### src/fkl_pkg.sv
// Constants and types shared by the flash key-lock sequencer and its controller.
// Assumes one 25 MHz clock and a synchronous active-high reset everywhere.
// Function
// - Key register needs 0xA5 then 0xF1
// - Any delay allowed between the two keys
// - Wrong or misordered key locks until reset
// - Operation before full key locks until reset
// - Lock closes again after each operation
// - Write enable routes external writes to flash
// - Write enable clears only by software
// - Byte write stores old AND new data
// - Erase sets whole 512-byte page to 0xFF
// - Software should erase before programming
// - Set bank select before erasing banked page
// - Set timing extend before enables and keys
// - Erase enable, then write enable, then keys
// - Enabled keyed write anywhere erases its page
// - Software clears both enables after erase
// - Erase needs both enables set
// - Erase enable clear means single byte program
package fkl_pkg;
  localparam int FKL_ADDR_W = 16;
  localparam int FKL_BANK_W = 2;
  localparam int FKL_PAGE_BYTES = 512;
  localparam int FKL_OFF_W = 9;
  // Kept small so a simulation can hold the array; real parts are larger
  localparam int FKL_PAGES = 4;
  localparam int FKL_MEM_W = FKL_BANK_W + FKL_ADDR_W;
  localparam logic [7:0] FKL_KEY_FIRST = 8'hA5;
  localparam logic [7:0] FKL_KEY_SECOND = 8'hF1;
  localparam logic [7:0] FKL_ERASED = 8'hFF;
  localparam logic [7:0] FKL_CTRL_RESET = 8'h00;
  // Control register bit positions
  localparam int FKL_CTRL_WE_BIT = 0;
  localparam int FKL_CTRL_EE_BIT = 1;
  localparam int FKL_CTRL_TE_BIT = 2;
  localparam int FKL_CTRL_BANK_LSB = 4;
  // Controller register byte addresses on Wishbone
  localparam logic [3:0] FKL_REG_CTRL = 4'h0;
  localparam logic [3:0] FKL_REG_KEY = 4'h4;
  localparam logic [3:0] FKL_REG_ADDR = 4'h8;
  localparam logic [3:0] FKL_REG_DATA = 4'hC;
  localparam int FKL_ERASE_CYCLES = FKL_PAGE_BYTES;
  typedef enum logic [1:0] {FKL_KEY_IDLE, FKL_KEY_HALF, FKL_KEY_OPEN, FKL_KEY_DEAD} fkl_key_e;
endpackage : fkl_pkg

### src/fkl_if.sv
// Carrier between the processor-side controller and the flash sequencer.
// Assumes both ends share clk_i; all signals are same-domain logic.
interface fkl_if;
  import fkl_pkg::*;
  logic ctrl_we;
  logic [7:0] ctrl_wdata;
  logic key_we;
  logic [7:0] key_wdata;
  logic xmw_valid;
  logic [FKL_ADDR_W-1:0] xmw_addr;
  logic [7:0] xmw_data;
  logic busy;
  logic [7:0] ctrl_rdata;
  logic [1:0] key_state;
  modport proc (output ctrl_we, ctrl_wdata, key_we, key_wdata, xmw_valid, xmw_addr, xmw_data,
                input busy, ctrl_rdata, key_state);
  modport dev (input ctrl_we, ctrl_wdata, key_we, key_wdata, xmw_valid, xmw_addr, xmw_data,
               output busy, ctrl_rdata, key_state);
endinterface : fkl_if

### src/fkl_flash_array.sv
// Flash storage model: AND-programming of bytes and page erase to 0xFF.
// Assumes the sequencer issues one command at a time and waits on done.
module fkl_flash_array
  import fkl_pkg::*;
(
  input wire logic clk_i,
  input wire logic rst_i,
  input wire logic prog_i,
  input wire logic erase_i,
  input wire logic [FKL_MEM_W-1:0] addr_i,
  input wire logic [7:0] data_i,
  output logic done_o
);
  logic [7:0] mem_r [FKL_PAGES*FKL_PAGE_BYTES];
  logic erasing_r;
  logic [FKL_OFF_W-1:0] ecnt_r;
  logic [FKL_MEM_W-1:0] page_r;
  localparam int IDX_W = $clog2(FKL_PAGES*FKL_PAGE_BYTES);

  function automatic logic [IDX_W-1:0] idx(input logic [FKL_MEM_W-1:0] a);
    return a[IDX_W-1:0];
  endfunction

  ////////////////////////////////////////////////////////////////
  // Storage: array content survives reset, like real flash
  always_ff @(posedge clk_i) begin
    if (prog_i) begin
      mem_r[idx(addr_i)] <= mem_r[idx(addr_i)] & data_i;
    end else if (erasing_r) begin
      mem_r[idx({page_r[FKL_MEM_W-1:FKL_OFF_W], ecnt_r})] <= FKL_ERASED;
    end
  end

  // Erase walks the page one byte per cycle
  always_ff @(posedge clk_i) begin
    if (rst_i) begin
      erasing_r <= 1'b0;
      ecnt_r <= '0;
      page_r <= '0;
    end else if (erase_i) begin
      erasing_r <= 1'b1;
      ecnt_r <= '0;
      page_r <= addr_i;
    end else if (erasing_r) begin
      ecnt_r <= ecnt_r + 1'b1;
      if (ecnt_r == FKL_OFF_W'(FKL_ERASE_CYCLES - 1)) begin
        erasing_r <= 1'b0;
      end
    end
  end

  // Done pulses after a program or the last erase byte
  always_ff @(posedge clk_i) begin
    if (rst_i) begin
      done_o <= 1'b0;
    end else begin
      done_o <= prog_i || (erasing_r && ecnt_r == FKL_OFF_W'(FKL_ERASE_CYCLES - 1));
    end
  end
endmodule : fkl_flash_array

### src/fkl_device.sv
// Flash key-lock sequencer: control bits, key lock, and write routing to flash.
// Assumes the controller writes via fkl_if and waits while busy is high.
//
// The Wishbone register port and the address map were left to the implementer.
module fkl_device
  import fkl_pkg::*;
(
  input wire logic clk_i,
  input wire logic rst_i,
  fkl_if.dev bus,
  output logic xram_we_o,
  output logic [FKL_ADDR_W-1:0] xram_addr_o,
  output logic [7:0] xram_data_o,
  output logic locked_out_o
);
  logic [7:0] ctrl_r;
  fkl_key_e key_r;
  logic busy_r;
  logic prog_r;
  logic erase_r;
  logic [FKL_MEM_W-1:0] faddr_r;
  logic [7:0] fdata_r;
  logic done;
  logic we_bit;
  logic ee_bit;
  logic fire;

  assign we_bit = ctrl_r[FKL_CTRL_WE_BIT];
  assign ee_bit = ctrl_r[FKL_CTRL_EE_BIT];
  assign fire = bus.xmw_valid && we_bit && !busy_r;
  assign bus.busy = busy_r;
  assign bus.ctrl_rdata = ctrl_r;
  assign bus.key_state = key_r;

  ////////////////////////////////////////////////////////////////
  // Control register: changes only on software writes
  always_ff @(posedge clk_i) begin
    if (rst_i) begin
      ctrl_r <= FKL_CTRL_RESET;
    end else if (bus.ctrl_we) begin
      ctrl_r <= bus.ctrl_wdata;
    end
  end

  // Key lock; dead state only leaves through reset
  always_ff @(posedge clk_i) begin
    if (rst_i) begin
      key_r <= FKL_KEY_IDLE;
    end else begin
      unique case (key_r)
        FKL_KEY_IDLE: begin
          if (fire) key_r <= FKL_KEY_DEAD;
          else if (bus.key_we) key_r <= (bus.key_wdata == FKL_KEY_FIRST) ? FKL_KEY_HALF : FKL_KEY_DEAD;
        end
        FKL_KEY_HALF: begin
          // No timeout here: the second key may come any time later
          if (fire) key_r <= FKL_KEY_DEAD;
          else if (bus.key_we) key_r <= (bus.key_wdata == FKL_KEY_SECOND) ? FKL_KEY_OPEN : FKL_KEY_DEAD;
        end
        FKL_KEY_OPEN: begin
          if (fire) key_r <= FKL_KEY_IDLE;
          else if (bus.key_we) key_r <= FKL_KEY_DEAD;
        end
        FKL_KEY_DEAD: key_r <= FKL_KEY_DEAD;
      endcase
    end
  end

  ////////////////////////////////////////////////////////////////
  // Flash command issue; closed lock leaves flash untouched
  always_ff @(posedge clk_i) begin
    if (rst_i) begin
      busy_r <= 1'b0;
      prog_r <= 1'b0;
      erase_r <= 1'b0;
      faddr_r <= '0;
      fdata_r <= '0;
    end else begin
      prog_r <= 1'b0;
      erase_r <= 1'b0;
      if (fire && key_r == FKL_KEY_OPEN) begin
        busy_r <= 1'b1;
        faddr_r <= {ctrl_r[FKL_CTRL_BANK_LSB +: FKL_BANK_W], bus.xmw_addr};
        fdata_r <= bus.xmw_data;
        erase_r <= ee_bit;
        prog_r <= !ee_bit;
      end else if (done) begin
        busy_r <= 1'b0;
      end
    end
  end

  // External-data path when write enable is clear
  always_ff @(posedge clk_i) begin
    if (rst_i) begin
      xram_we_o <= 1'b0;
      xram_addr_o <= '0;
      xram_data_o <= '0;
    end else begin
      xram_we_o <= bus.xmw_valid && !we_bit;
      xram_addr_o <= bus.xmw_addr;
      xram_data_o <= bus.xmw_data;
    end
  end

  // Sticky lockout indication
  always_ff @(posedge clk_i) begin
    if (rst_i) locked_out_o <= 1'b0;
    else locked_out_o <= (key_r == FKL_KEY_DEAD);
  end

  fkl_flash_array u_array (
    .clk_i(clk_i),
    .rst_i(rst_i),
    .prog_i(prog_r),
    .erase_i(erase_r),
    .addr_i(faddr_r),
    .data_i(fdata_r),
    .done_o(done)
  );
endmodule : fkl_device

### src/flat_wrapper.sv
// flat-port wrapper written by rule: the top's interface ports become plain ports
module fkl_device_flat import fkl_pkg::*;
  (clk_i, rst_i, xram_we_o, xram_addr_o, xram_data_o, locked_out_o, bus_ctrl_we, bus_ctrl_wdata, bus_key_we, bus_key_wdata, bus_xmw_valid, bus_xmw_addr, bus_xmw_data, bus_busy, bus_ctrl_rdata, bus_key_state);
  fkl_if bus_i ();
  input wire logic clk_i;
  input wire logic rst_i;
  output logic xram_we_o;
  output logic [FKL_ADDR_W-1:0] xram_addr_o;
  output logic [7:0] xram_data_o;
  output logic locked_out_o;
  input wire logic [$bits(bus_i.ctrl_we)-1:0] bus_ctrl_we;
  input wire logic [$bits(bus_i.ctrl_wdata)-1:0] bus_ctrl_wdata;
  input wire logic [$bits(bus_i.key_we)-1:0] bus_key_we;
  input wire logic [$bits(bus_i.key_wdata)-1:0] bus_key_wdata;
  input wire logic [$bits(bus_i.xmw_valid)-1:0] bus_xmw_valid;
  input wire logic [$bits(bus_i.xmw_addr)-1:0] bus_xmw_addr;
  input wire logic [$bits(bus_i.xmw_data)-1:0] bus_xmw_data;
  output wire logic [$bits(bus_i.busy)-1:0] bus_busy;
  output wire logic [$bits(bus_i.ctrl_rdata)-1:0] bus_ctrl_rdata;
  output wire logic [$bits(bus_i.key_state)-1:0] bus_key_state;
  assign bus_i.ctrl_we = bus_ctrl_we;
  assign bus_i.ctrl_wdata = bus_ctrl_wdata;
  assign bus_i.key_we = bus_key_we;
  assign bus_i.key_wdata = bus_key_wdata;
  assign bus_i.xmw_valid = bus_xmw_valid;
  assign bus_i.xmw_addr = bus_xmw_addr;
  assign bus_i.xmw_data = bus_xmw_data;
  assign bus_busy = bus_i.busy;
  assign bus_ctrl_rdata = bus_i.ctrl_rdata;
  assign bus_key_state = bus_i.key_state;
  fkl_device u_core (.clk_i(clk_i), .rst_i(rst_i), .bus(bus_i), .xram_we_o(xram_we_o), .xram_addr_o(xram_addr_o), .xram_data_o(xram_data_o), .locked_out_o(locked_out_o));
endmodule
### config.mk
export PLATFORM = sky130hd
export DESIGN_NAME = fkl_device_flat
export DESIGN_NICKNAME = d
export VERILOG_FILES = /design/src/fkl_pkg.sv /design/src/fkl_if.sv /design/src/fkl_flash_array.sv /design/src/fkl_device.sv /design/src/flat_wrapper.sv
export SDC_FILE = /design/constraint.sdc
export NUM_CORES = 1
export LEC_CHECK = 0
export BUFFER_PORTS_ARGS = -buffer_cell sky130_fd_sc_hd__buf_2
export CORE_UTILIZATION = 44
export DETAILED_ROUTE_END_ITERATION = 16
export PLACE_DENSITY_LB_ADDON = 0.25
export SLEW_MARGIN = 20
export SYNTH_ARGS = -nofsm -noshare
export SYNTH_HDL_FRONTEND = slang
export SYNTH_SLANG_ARGS = --single-unit
### constraint.sdc
create_clock -name clk_i -period 1.3 [get_ports clk_i]
set_input_delay 0.26 -clock clk_i [delete_from_list [all_inputs] [get_ports clk_i]]
set_output_delay 0.26 -clock clk_i [all_outputs]
set_load 0.01 [all_outputs]
* Yosys cells after proc, flatten, opt, wreduce, memory -nomap -nowiden
Index checks and enable logic that the tools add are counted.
W data, S select, Z words.
** Storage, ports and cells
- Bits in registers :: 50
- Input bits :: 45
- Logic and storage cells :: 51
** Cells by class
- Add/subtract/negate cells :: 1
- Equality and inequality tests :: 9
- Multiplexer cells :: 14
- Bitwise gates (word level) :: 1
- Reductions and logical operators :: 14
** Operators with widths (number)
- $eq A8 B8 Y1 const B :: 2
- $mux W2 :: 7
- $add A9 B1 Y9 const B :: 1
- $eq A9 B9 Y1 const B :: 1
- $ne A3 B2 Y1 const B :: 3
- $pmux W2 S4 :: 1
- $mux W1 :: 6
- $logic_and A1 B1 Y1 :: 5
- $eq A2 B2 Y1 const B :: 2
- $reduce_or A2 Y1 :: 2
- $logic_not A1 Y1 :: 3
- $reduce_and A3 Y1 :: 1
- $eq A2 B1 Y1 const B :: 1
- $logic_not A2 Y1 :: 1
- $reduce_bool A2 Y1 :: 1
- $logic_or A1 B1 Y1 :: 1
- $not A1 Y1 :: 1

* Depth between registers and ports, before layout
Gate-level depths: netlist of the first run.
- Depth in word-level cells :: 5
- Mapped depth :: 7
- Mapped depth without buffers :: 7

* Cells and area by module
A second synthesis of the first run with hierarchy kept.
** Second synthesis, totals
- Cell total of the unflattened synthesis :: 211
- Area total of the unflattened synthesis :: 2468.6 um^2
** By module, submodules not included
- fkl_device :: times used 1, cells each 160, area an instance 2006.9 um^2, sequential area each 1301.2 um^2
- fkl_flash_array :: times used 1, cells each 51, area an instance 461.7 um^2, sequential area each 220.2 um^2

* Least setup slack after synthesis of the first run
Ideal clock, no wire load.
- Kind :: register -> register
- From :: register u_core.key_r[0], in the netlist u_core.bus.key_state[0]
- To :: register u_core.key_r[1], in the netlist u_core.bus.key_state[1]
- Arrival :: 1.091 ns
- Required time :: 1.161 ns
- Path slack :: 0.070 ns
- Stages on the path, launching flop included :: 4
- Buffers on the path :: 0
- Cell sequence :: dfxtp_1 or4b_1 o21ai_0 a221oi_1
** On the way
- Word-level cells in the longest chain between the ends :: 3
- Elaborated cells on any way between the ends :: 9
** RTL lines
- from (decl) :: line fkl_device.sv:17 : fkl_key_e key_r;
- from (signal assigned) :: line fkl_device.sv:53 : else if (bus.key_we) key_r <= (bus.key_wdata == FKL_KEY_FIRST) ? FKL_KEY_HALF : FKL_KEY_DEAD;
- from (signal assigned) :: line fkl_device.sv:58 : else if (bus.key_we) key_r <= (bus.key_wdata == FKL_KEY_SECOND) ? FKL_KEY_OPEN : FKL_KEY_DEAD;
- $eq A2 B2 Y1 (tied with other cells) :: line fkl_device.sv:50 : unique case (key_r)
- $ne A3 B2 Y1 (no line)
- $reduce_and A3 Y1 (no line)
Parallel ways exist; a longest one is shown, timed or not.
A chain may end at the register's enable or synchronous reset.

* Worst setup path after layout of the first run
- From :: register u_core.u_array.ecnt_r[3]
- To :: register u_core.u_array.ecnt_r[8]
** On the way
- Word-level cells in the longest chain between the ends :: 1
** RTL lines
- from (decl) :: line fkl_flash_array.sv:16 : logic [FKL_OFF_W-1:0] ecnt_r;
- from (signal assigned) :: line fkl_flash_array.sv:45 : ecnt_r <= ecnt_r + 1'b1;
- $add A9 B1 Y9 :: line fkl_flash_array.sv:45
Every way passes these cells.

==> metrics, run 1 <==
CTS sink count=50; Wirelength per Cell=11.4 microns; die footprint=approximately 4000 sq um; worst r2r path cells=6; IO buf count=81; Residual DRC=0; CP startpoint kind=register; area grow syn2layout=41.9%; maxcap violations=0; Final ANT Viol Nets=0; Max Fanout on Critical Path=3; IO Pins=82; Fill cells=309; initial antenna violation count=0; CTS Root Cell=clkbuf_8; gr ovfl total=0; CTS Buf Count=5; largest family of logic cells by synthesized area=simple AND/OR/NAND/NOR gates; Fmax=804 MHz; clock tree from TritonCTS=done; Hold Crit Class=primary input to register; Crit Path Category=register to register; DP Cell Count=283; final hold vios=0; Mapped Nets=202; commonest non-fill, non-tap cell in the layout=buf_2; leakage power=1.11 nW; met3 Use GR=0.0707; simple-gate share of the synthesized area=0.229; H-Tree Depth=2; Tot Pwr=2.97 mW; r2r setup slk=0.06 ns; Die X-Extent=63.2 microns; Slew Viols, Final=0; Critical Path End=u_core.u_array.ecnt_r[8]$_SDFFE_PP0P_; Max stage delay on crit path=0.36 ns; Slew Limit Headroom=0.837; Final HPWL DP=2.32 mm; cell taking the most area after synthesis=dfxtp_1; Clock Path Buffers=2; multiplexer share of the synthesized area=0.0608; Layout Nets=296; mapped cell area=approximately 1600 sq um; status=completed; vias=1369; Yosys reg bits=50; met2 Track Usage GR=0.292; hold-fix buffer count after cts=0; Multi-input gate area=644 sq um; # diodes=0; Core Region=between 3000 and 4000 sq um; share of post-route cells with drive strength above 1=0.452; Std-Cell Rows=21; Finished Layout Cells=between 200 and 300; GRT Total Usage=0.170; initial DRC count=29; Worst-Margin Slew=between 0.2 and 0.25 ns; Final min period=around 1.2 ns; Post-Syn Instances=~160; Post-Synth Adder-Cell Area=0.0152; vias in the first global route=between 1k and 1.5k; Most Used Layer, Global Route=met2; WP data required=~1.5 ns; worst path cell trace=and3_4, nand2_2, nor2_2, ha_4, mux2i_1, nor2_1; syn avg cell area=10.6 sq um; largest cells by area after synthesis=dfxtp_1, nor2b_1, mux2i_1; Yosys cell types=27; clock latency on the worst-skew pair=0.31 ns; slowest CP cell=dfxtp_1; first-pass GRT wire length=5.20 mm; PwrDens=1270 nW/um^2; Synth warnings=0; Vert. Die Dim=around 63 microns; number of setup violations in the final report=0; vias per cell=4.63; fraction of the mapped netlist area in compound gates=0.0357; WL final=3.38 mm; largest net degree at the start of global routing=25; Reg clk slew, reported paths=~0.090 ns; Synth top area share=0.608; period utilization=0.957; reg2reg end=u_core.u_array.ecnt_r[8]$_SDFFE_PP0P_; Worst Clk Skew=0.00664 ns; Initial Utilization=0.474; Worst VDD drop=0.855 mV; register area share after synthesis=0.608; met1 Track Usage GR=0.185; launching element of the worst setup path=u_core.u_array.ecnt_r[3]$_SDFFE_PP0P_; crit end category=register; worst r2r src=u_core.u_array.ecnt_r[3]$_SDFFE_PP0P_; most frequent cells in the layout=buf_2, dfxtp_1, nor2b_1; 1st-pass router iterations=4; Reg area=1010 sq um; XOR/XNOR share of the synthesized area=0.0266; GP Congestion=0.689; crit path DAT=1.44 ns
logic make-up after synthesis:
group / Yosys count
simple gates: 69
flops: 50
compound gates: 10
mux: 10
buf+inv: 9
xor+xnor: 5
fa+ha+maj: 2
repair_timing:
item,CTS,global route
setup endpoints to repair,0,4
gates resized for setup,0,13
buffers inserted,0,5
hold endpoints to repair,0,0
stage by stage:
| step | setup TNS, ns | worst slack, ns | utilization | area (sq um) | hold slack (ns) |
|---|---|---|---|---|---|
| finish | 0 | 0.0557 | 0.673 | 2330 | 0.153 |
| global route | -0.0610 | -0.0393 | 0.673 | 2330 | 0.144 |
| CTS | 0 | 0.0207 | 0.649 | 2250 | 0.147 |
| detailed placement | 0 | 0.0342 | 0.616 | 2140 | 0.456 |
| global placement | 0 | 0.0774 | 0.616 | 2140 | 0.424 |
| floorplan | 0 | 0.0700 | - | 1650 | 0.388 |
sequential cells by signal (all words and copies together) (netlist names):
name,count
u_core.xram_addr_o,16
u_core.u_array.ecnt_r,9
u_core.bus.ctrl_rdata,8
u_core.xram_data_o,8
u_core.bus.key_state,2
u_core.bus.busy,1
u_core.erase_r,1
u_core.locked_out_o,1
u_core.prog_r,1
u_core.u_array.done_o,1
u_core.u_array.erasing_r,1
u_core.xram_we_o,1
critical path: cells and delay by family, from the launching register on:
| family | cells | cell delay [ns] |
|---|---|---|
| multiplexers | 1 | 0.13 |
| AND/OR/NAND/NOR | 4 | 0.45 |
| flip-flops | 1 | 0.36 |
| adder cells (fa/ha/maj) | 1 | 0.21 |
cell type report:
| cell class | count | area share |
|---|---|---|
| Clock buffer | 5 | 0.0295 |
| Clock inverter | 3 | 0.0193 |
| Inverter | 2 | 0.00322 |
| Multi-Input combinational cell | 96 | 0.276 |
| Sequential cell | 50 | 0.432 |
| Tap cell | 46 | 0.0247 |
| Timing Repair Buffer | 94 | 0.215 |
Yosys cell counts, drive strengths merged:
master and number:
and3b 1, o21ai 3, o22ai 1, or4b 1
nor4bb 2, nand2 6, nor2 22, nor3b 1
a221oi 2, or2 1, xor2 4, mux2i 10
nor2b 25, nand4 3, xnor2 1, nand3b 2
a21oi 4, inv 2, buf 2, dfxtp 50
or3 2, ha 2, nand3 2, and3 1
clkbuf 5
how the worst min path moves through the flow:
stage / start / cells past startpoint / to / slack (ns)
2_1_floorplan: bus_xmw_addr[0] / 1 / u_core.xram_addr_o[0]$_SDFF_PP0_ / 0.39
3_3_place_gp: u_core.prog_r$_SDFF_PP0_ / 2 / u_core.u_array.done_o$_SDFF_PP0_ / 0.42
3_5_place_dp: u_core.bus.busy$_SDFFE_PP0P_ / 2 / u_core.bus.busy$_SDFFE_PP0P_ / 0.46
4_1_cts: bus_xmw_addr[14] / 2 / u_core.xram_addr_o[14]$_SDFF_PP0_ / 0.15
5_1_grt: bus_xmw_addr[3] / 2 / u_core.xram_addr_o[3]$_SDFF_PP0_ / 0.14
6_report: bus_xmw_addr[1] / 2 / u_core.xram_addr_o[1]$_SDFF_PP0_ / 0.15
metal layers:
metal | wire [microns] | vias to the layer above
li1 | - | 694
met1 | 1460 | 622
met2 | 1670 | 45
met3 | 211 | 8
met4 | 46 | 0
met5 | 0 | -
power by group:
group	total [mW]	leakage [nW]	switching, mW	internal [mW]
logic	0.270	0.645	0.127	0.143
registers	1.61	0.414	0.0212	1.59
clock network	1.09	0.0504	0.515	0.572
(Power assumes the default switching activity.)
==> run 2, diff against run 1 <==
CORE_UTILIZATION = 40   (was 44)
clock period = 1.01 ns   (was 1.3 ns; I/O delays follow)
==> run 2 against run 1 <==
The flow now finishes with violations (setup timing); highest routed layer unchanged; critical endpoint unchanged; critical path depth unchanged; wire length up 1.2%; sequential power up 29%; hold slack worse by 0.050 ns; count of clock-buffer cells in the layout up 1; clock power up 26%; largest cell class unchanged; register-to-register slack worse by 0.21 ns.
==> metrics, run 2 (synthesized netlist as in run 1, its figures left out) <==
worst path cell trace=ha_4, nand3_2, nor2_2, ha_1, mux2i_1, nor2_1; Crit Path Category=register to register; Fmax=856 MHz; Clock Path Buffers=2; clock latency on the worst-skew pair=around 0.30 ns; commonest non-fill, non-tap cell in the layout=buf_2; Worst Slack Setup Final=-0.159 ns; Max stage delay on crit path=0.37 ns; WP data required=1.21 ns; hold-fix buffer count after cts=0; number of setup violations in the final report=17; Hold Startpoint=bus_xmw_data[7]; crit end category=register; Initial Utilization=0.433; switching share of power=0.218; Die X-Extent=66.1 microns; Max Fanout on Critical Path=3; maxcap violations=0; initial antenna violation count=0; period utilization=1.16; Std-Cell Rows=22; Final min period=roughly 1.2 ns; PwrDens=1570 nW/um^2; hold path endpoint=u_core.xram_data_o[7]$_SDFF_PP0_; max FFs per register=16; Tot Pwr=about 3.8 mW; largest registers=u_core.xram_addr_o x16, u_core.u_array.ecnt_r x9; GRT Total Usage=0.169; # diodes=0; register share of total power=0.539; DP Cell Count=291; area grow syn2layout=48.7%; H-Tree Depth=2; CTS Root Cell=clkbuf_8; IO Pins=82; worst r2r path cells=6; Vert. Die Dim=66.1 microns; share of post-route cells with drive strength above 1=0.516; Final HPWL DP=2.42 mm; vias in the first global route=1250; vias per cell=4.61; Final ANT Viol Nets=0; 1st-pass router iterations=4; switching power=0.837 mW; Core Region=3800 sq um; Biggest register=u_core.xram_addr_o; GP Congestion=0.780; CTS Buf Count=5; vias=1392; status=finished, violations left; leakage power=~1.2 nW; Sum Neg Setup Slack=-1.37 ns; gr ovfl total=0; Wirelength per Cell=11.3 microns; most frequent cells in the layout=buf_2, dfxtp_1, nor2b_1; WL final=3.42 mm; hold slack=0.103 ns; final hold vios=0; fin util=0.644; slowest CP cell=dfxtp_4; clock network power share=0.356; Worst-Margin Slew=0.237 ns; Hold Crit Class=primary input to register; Reg clk slew, reported paths=~0.09 ns; CTS sink count=50; Worst Clk Skew=0.00547 ns; unrepaired setup endpoints after global routing=true; Finished Layout Cells=roughly 300; IO buf count=81; Slew Viols, Final=0; Slew Limit Headroom=0.840; reg2reg end=u_core.u_array.ecnt_r[8]$_SDFFE_PP0P_; first-pass GRT wire length=roughly 5.4 mm; Pint=3.01 mW; die footprint=4370 sq um; failing checks=setup timing; Worst VDD drop=0.963 mV; crit path DAT=1.36 ns; CP startpoint kind=register; largest net degree at the start of global routing=27; r2r setup slk=-0.16 ns; clock tree from TritonCTS=done; initial DRC count=40; worst r2r src=u_core.u_array.ecnt_r[1]$_SDFFE_PP0P_; hold path cells=2; Layout Nets=300; part of the power in combinational logic=0.104; Residual DRC=0
[run 2: changes by cell type in the layout (fill, tap and decap cells not counted), sizes merged]
cell / previous run / this run
buf: 94 / 98
clkbuf: 5 / 6
clkinvlp: 2 / 1
[run 2: through the flow]
step | instance area, sq um | worst slack (ns)
after floorplan | 1680 | -0.147
after global placement | 2220 | -0.155
after detailed placement | 2220 | -0.182
after CTS | 2420 | -0.188
after global routing | 2450 | -0.224
final | 2450 | -0.159
[run 2: worst max path at each step]
stage | from | slack (ns) | endpoint | depth (start not counted)
floorplan | u_core.u_array.ecnt_r[3]$_SDFFE_PP0P_ | -0.15 | u_core.u_array.ecnt_r[8]$_SDFFE_PP0P_ | 6
global placement | u_core.u_array.ecnt_r[1]$_SDFFE_PP0P_ | -0.16 | u_core.u_array.ecnt_r[8]$_SDFFE_PP0P_ | 6
detailed placement | u_core.u_array.ecnt_r[5]$_SDFFE_PP0P_ | -0.18 | u_core.u_array.ecnt_r[8]$_SDFFE_PP0P_ | 6
CTS | u_core.u_array.ecnt_r[3]$_SDFFE_PP0P_ | -0.19 | u_core.u_array.ecnt_r[8]$_SDFFE_PP0P_ | 6
global route | u_core.u_array.ecnt_r[1]$_SDFFE_PP0P_ | -0.22 | u_core.u_array.ecnt_r[8]$_SDFFE_PP0P_ | 6
finish | u_core.u_array.ecnt_r[1]$_SDFFE_PP0P_ | -0.16 | u_core.u_array.ecnt_r[8]$_SDFFE_PP0P_ | 6
[run 2: cell type report]
cell class | instances | area [sq um]
Clock buffer | 6 | 72.6
Clock inverter | 2 | 37.5
Fill cell | 301 | 1350
Multi-Input combinational cell | 96 | 654
Tap cell | 48 | 60.1
Timing Repair Buffer | 98 | 583
Sequential cell | 50 | 1030
Inverter | 2 | 7.51
[run 2: power groups by stage]
stage	clock network [mW]	registers [mW]	logic, mW
3_5_place_dp	0	2.12	0.362
5_1_grt	1.51	2.08	0.438
3_3_place_gp	0	2.12	0.357
2_1_floorplan	0	2.17	0.114
6_report	1.37	2.07	0.401
4_1_cts	1.41	2.08	0.398
[run 2: critical path: cells and delay by family (launching register included)]
kind          cells  cell delay, ns
fa+ha+maj         2            0.35
mux               1            0.13
simple gates      3            0.21
flops             1            0.37
[run 2: what timing repair did]
action	4_1_cts	5_1_grt
setup endpoints to repair	17	23
buffers inserted	4	1
pin swaps	10	13
resized for setup	17	14
[run 2: per-layer routing]
metal,part of all wire,global-route usage,up-vias
li1,-,-,705
met1,0.44,0.186,617
met2,0.45,0.274,60
met3,0.086,0.0759,10
met4,0.029,0.0798,0
met5,0,0,-
==> run 3, diff against run 2 <==
ABC_AREA = 1   (was default)
CORE_UTILIZATION = 41   (was 40)
==> run 3 against run 2 <==
The run still ends with setup timing left; setup slack better by 0.035 ns; count of clock-buffer cells in the layout fell by 1; cell area up 0.66%; critical endpoint is now u_core.u_array.erasing_r$_SDFF_PP0_.
==> metrics, run 3 <==
status=finished, violations left; failing checks=setup timing; count leader, synth=nor2_1; initial DRC count=60; Final min period=1.13 ns; Clock Path Buffers=2; CTS Buf Count=5; Hold Crit Class=primary input to register; 1st-pass router iterations=4; Worst-Margin Slew=0.220 ns; area grow syn2layout=43.0%; DP Cell Count=between 300 and 400; first-pass GRT wire length=5.44 mm; Slew Viols, Final=0; IO Pins=82; Yosys reg bits=50; crit end category=register; worst r2r src=u_core.u_array.ecnt_r[0]$_SDFFE_PP0P_; CTS sink count=50; clock tree from TritonCTS=done; Crit Path Category=register to register; number of setup violations in the final report=8; worst r2r path cells=7; Biggest register=u_core.xram_addr_o; launching element of the worst setup path=u_core.u_array.ecnt_r[0]$_SDFFE_PP0P_; Fill cells=385; share of post-route cells with drive strength above 1=0.409; max FFs per register=16; largest cells by area after synthesis=dfxtp_1, nor2_1, inv_1; Sum Neg Setup Slack=-0.550 ns; met2 Track Usage GR=0.269; Slew Limit Headroom=0.852; Vert. Die Dim=66.8 microns; Initial Utilization=0.427; Post-Syn Instances=around 210; Most Used Layer, Global Route=met2; Reg clk slew, reported paths=0.09 ns; mapped cell area=1720 sq um; Die X-Extent=between 60 and 70 microns; largest registers=u_core.xram_addr_o x16, u_core.u_array.ecnt_r x9; top_reg_cell synth=dfxtp_1; vias=about 1.6k; largest net degree at the start of global routing=23; Max Fanout on Critical Path=3; Post-synth EDFFs=0; GRT Total Usage=0.165; Final ANT Viol Nets=0; PwrDens=1580 nW/um^2; gr ovfl total=0; Wirelength per Cell=9.74 microns; unrepaired setup endpoints after global routing=true; IO buf count=81; Synth warnings=0; Residual DRC=0; WL final=~3.5 mm; CP startpoint kind=register; Multi-input gate area=approximately 580 sq um; Core Region=4030 sq um; r2r setup slk=-0.12 ns; Worst Clk Skew=0.00128 ns; clock latency on the worst-skew pair=0.30 ns; CTS Root Cell=clkbuf_8; Synth top area share=0.581; WP data required=1.20 ns; register area share after synthesis=0.581; most frequent cells in the layout=buf_2, nor2_1, inv_1, dfxtp_1, nand2_1; Reg area=1020 sq um; Fmax=882 MHz; met3 Use GR=0.0668; vias in the first global route=1375; vias per cell=4.28; Worst VDD drop=1.12 mV; commonest non-fill, non-tap cell in the layout=buf_2; initial antenna violation count=0; Yosys cell types=20; cell taking the most area after synthesis=dfxtp_1; leakage power=1.34 nW; final hold vios=0; Std-Cell Rows=23; fin util=0.611; H-Tree Depth=2; period utilization=1.12; Critical Path End=u_core.u_array.erasing_r$_SDFF_PP0_; crit path DAT=1.32 ns; maxcap violations=0; top post-synthesis cells by count=nor2_1, dfxtp_1, inv_1; Finished Layout Cells=363; GP Congestion=~0.75; reg2reg end=u_core.u_array.erasing_r$_SDFF_PP0_; Mapped Nets=261; syn avg cell area=about 8.0 sq um; met1 Track Usage GR=0.185; Layout Nets=around 360; # diodes=0; Final HPWL DP=2.59 mm; Hold Startpoint=bus_xmw_addr[13]; async set-or-reset flop fraction in the synthesized netlist=0; Worst Slack Setup Final=-0.123 ns; die footprint=4460 sq um
==> run 3: worst min path at each step <==
stage / slack, ns / to / depth (start not counted)
final: 0.1 / u_core.xram_addr_o[13]$_SDFF_PP0_ / 3
after global routing: 0.08 / u_core.xram_addr_o[13]$_SDFF_PP0_ / 3
after CTS: 0.08 / u_core.xram_addr_o[12]$_SDFF_PP0_ / 3
after detailed placement: 0.41 / u_core.xram_data_o[0]$_SDFF_PP0_ / 3
after global placement: 0.40 / u_core.xram_data_o[7]$_SDFF_PP0_ / 3
after floorplan: 0.31 / u_core.xram_addr_o[0]$_SDFF_PP0_ / 2
==> run 3: cell families (layout without fill, tap and decap cells) <==
group / Yosys count / after routing / synth area share
AND/OR/NAND/NOR: 90 / 90 / 0.219
flip-flops: 50 / 50 / 0.581
buffers and inverters: 46 / 145 / 0.108
AO/OA/AOI/OAI: 26 / 26 / 0.0770
adder cells (fa/ha/maj): 2 / 2 / 0.0145
==> run 3: layer usage <==
layer,wire [microns],up-vias,share of wire
met5,0,-,0
met2,1660,45,0.47
met3,260,5,0.074
met4,61,0,0.017
li1,-,834,-
met1,1550,669,0.44
==> run 3: per-stage QoR <==
step	hold WS, ns	setup WS (ns)	power [mW]	instance area [sq um]
after detailed placement	0.408	-0.130	2.51	2260
after floorplan	0.309	-0.0838	2.30	1740
final	0.0956	-0.123	3.88	2460
after CTS	0.0816	-0.115	3.91	2400
after global placement	0.401	-0.116	2.50	2260
after global routing	0.0818	-0.196	4.06	2460
==> run 3: worst max-delay path, cell delays in order, from the launching register on <==
cell and delay (ns):
dfxtp_4 0.37, ha_4 0.14, nand3_2 0.08, nor2_1 0.10, ha_1 0.17, nor2_1 0.05
nor2_1 0.08, nor2_1 0.04
==> run 3: area by class of cell <==
cell class	instances	share of cell area
clock inverter	3	0.0178
multi-input combinational	118	0.234
inverter	42	0.0640
sequential	50	0.413
clock buffer	5	0.0279
tap	50	0.0254
timing repair buffer	95	0.217
==> run 3: report_power, final <==
| part | total (mW) | leakage [nW] | switching [mW] | internal [mW] |
|---|---|---|---|---|
| sequential | 2.09 | 0.417 | 0.0329 | 2.06 |
| combinational | 0.394 | 0.864 | 0.203 | 0.191 |
| clock | 1.40 | 0.0585 | 0.655 | 0.742 |
| total | 3.88 | 1.34 | 0.891 | 2.99 |
==> run 3: timing repair <==
action | 4_1_cts | 5_1_grt
pin swaps | 3 | 3
endpoints found under the hold margin | 0 | 0
gates resized for setup | 10 | 12
setup endpoints to repair | 10 | 14
setup buffers | 1 | 2
hold buffers | 0 | 0
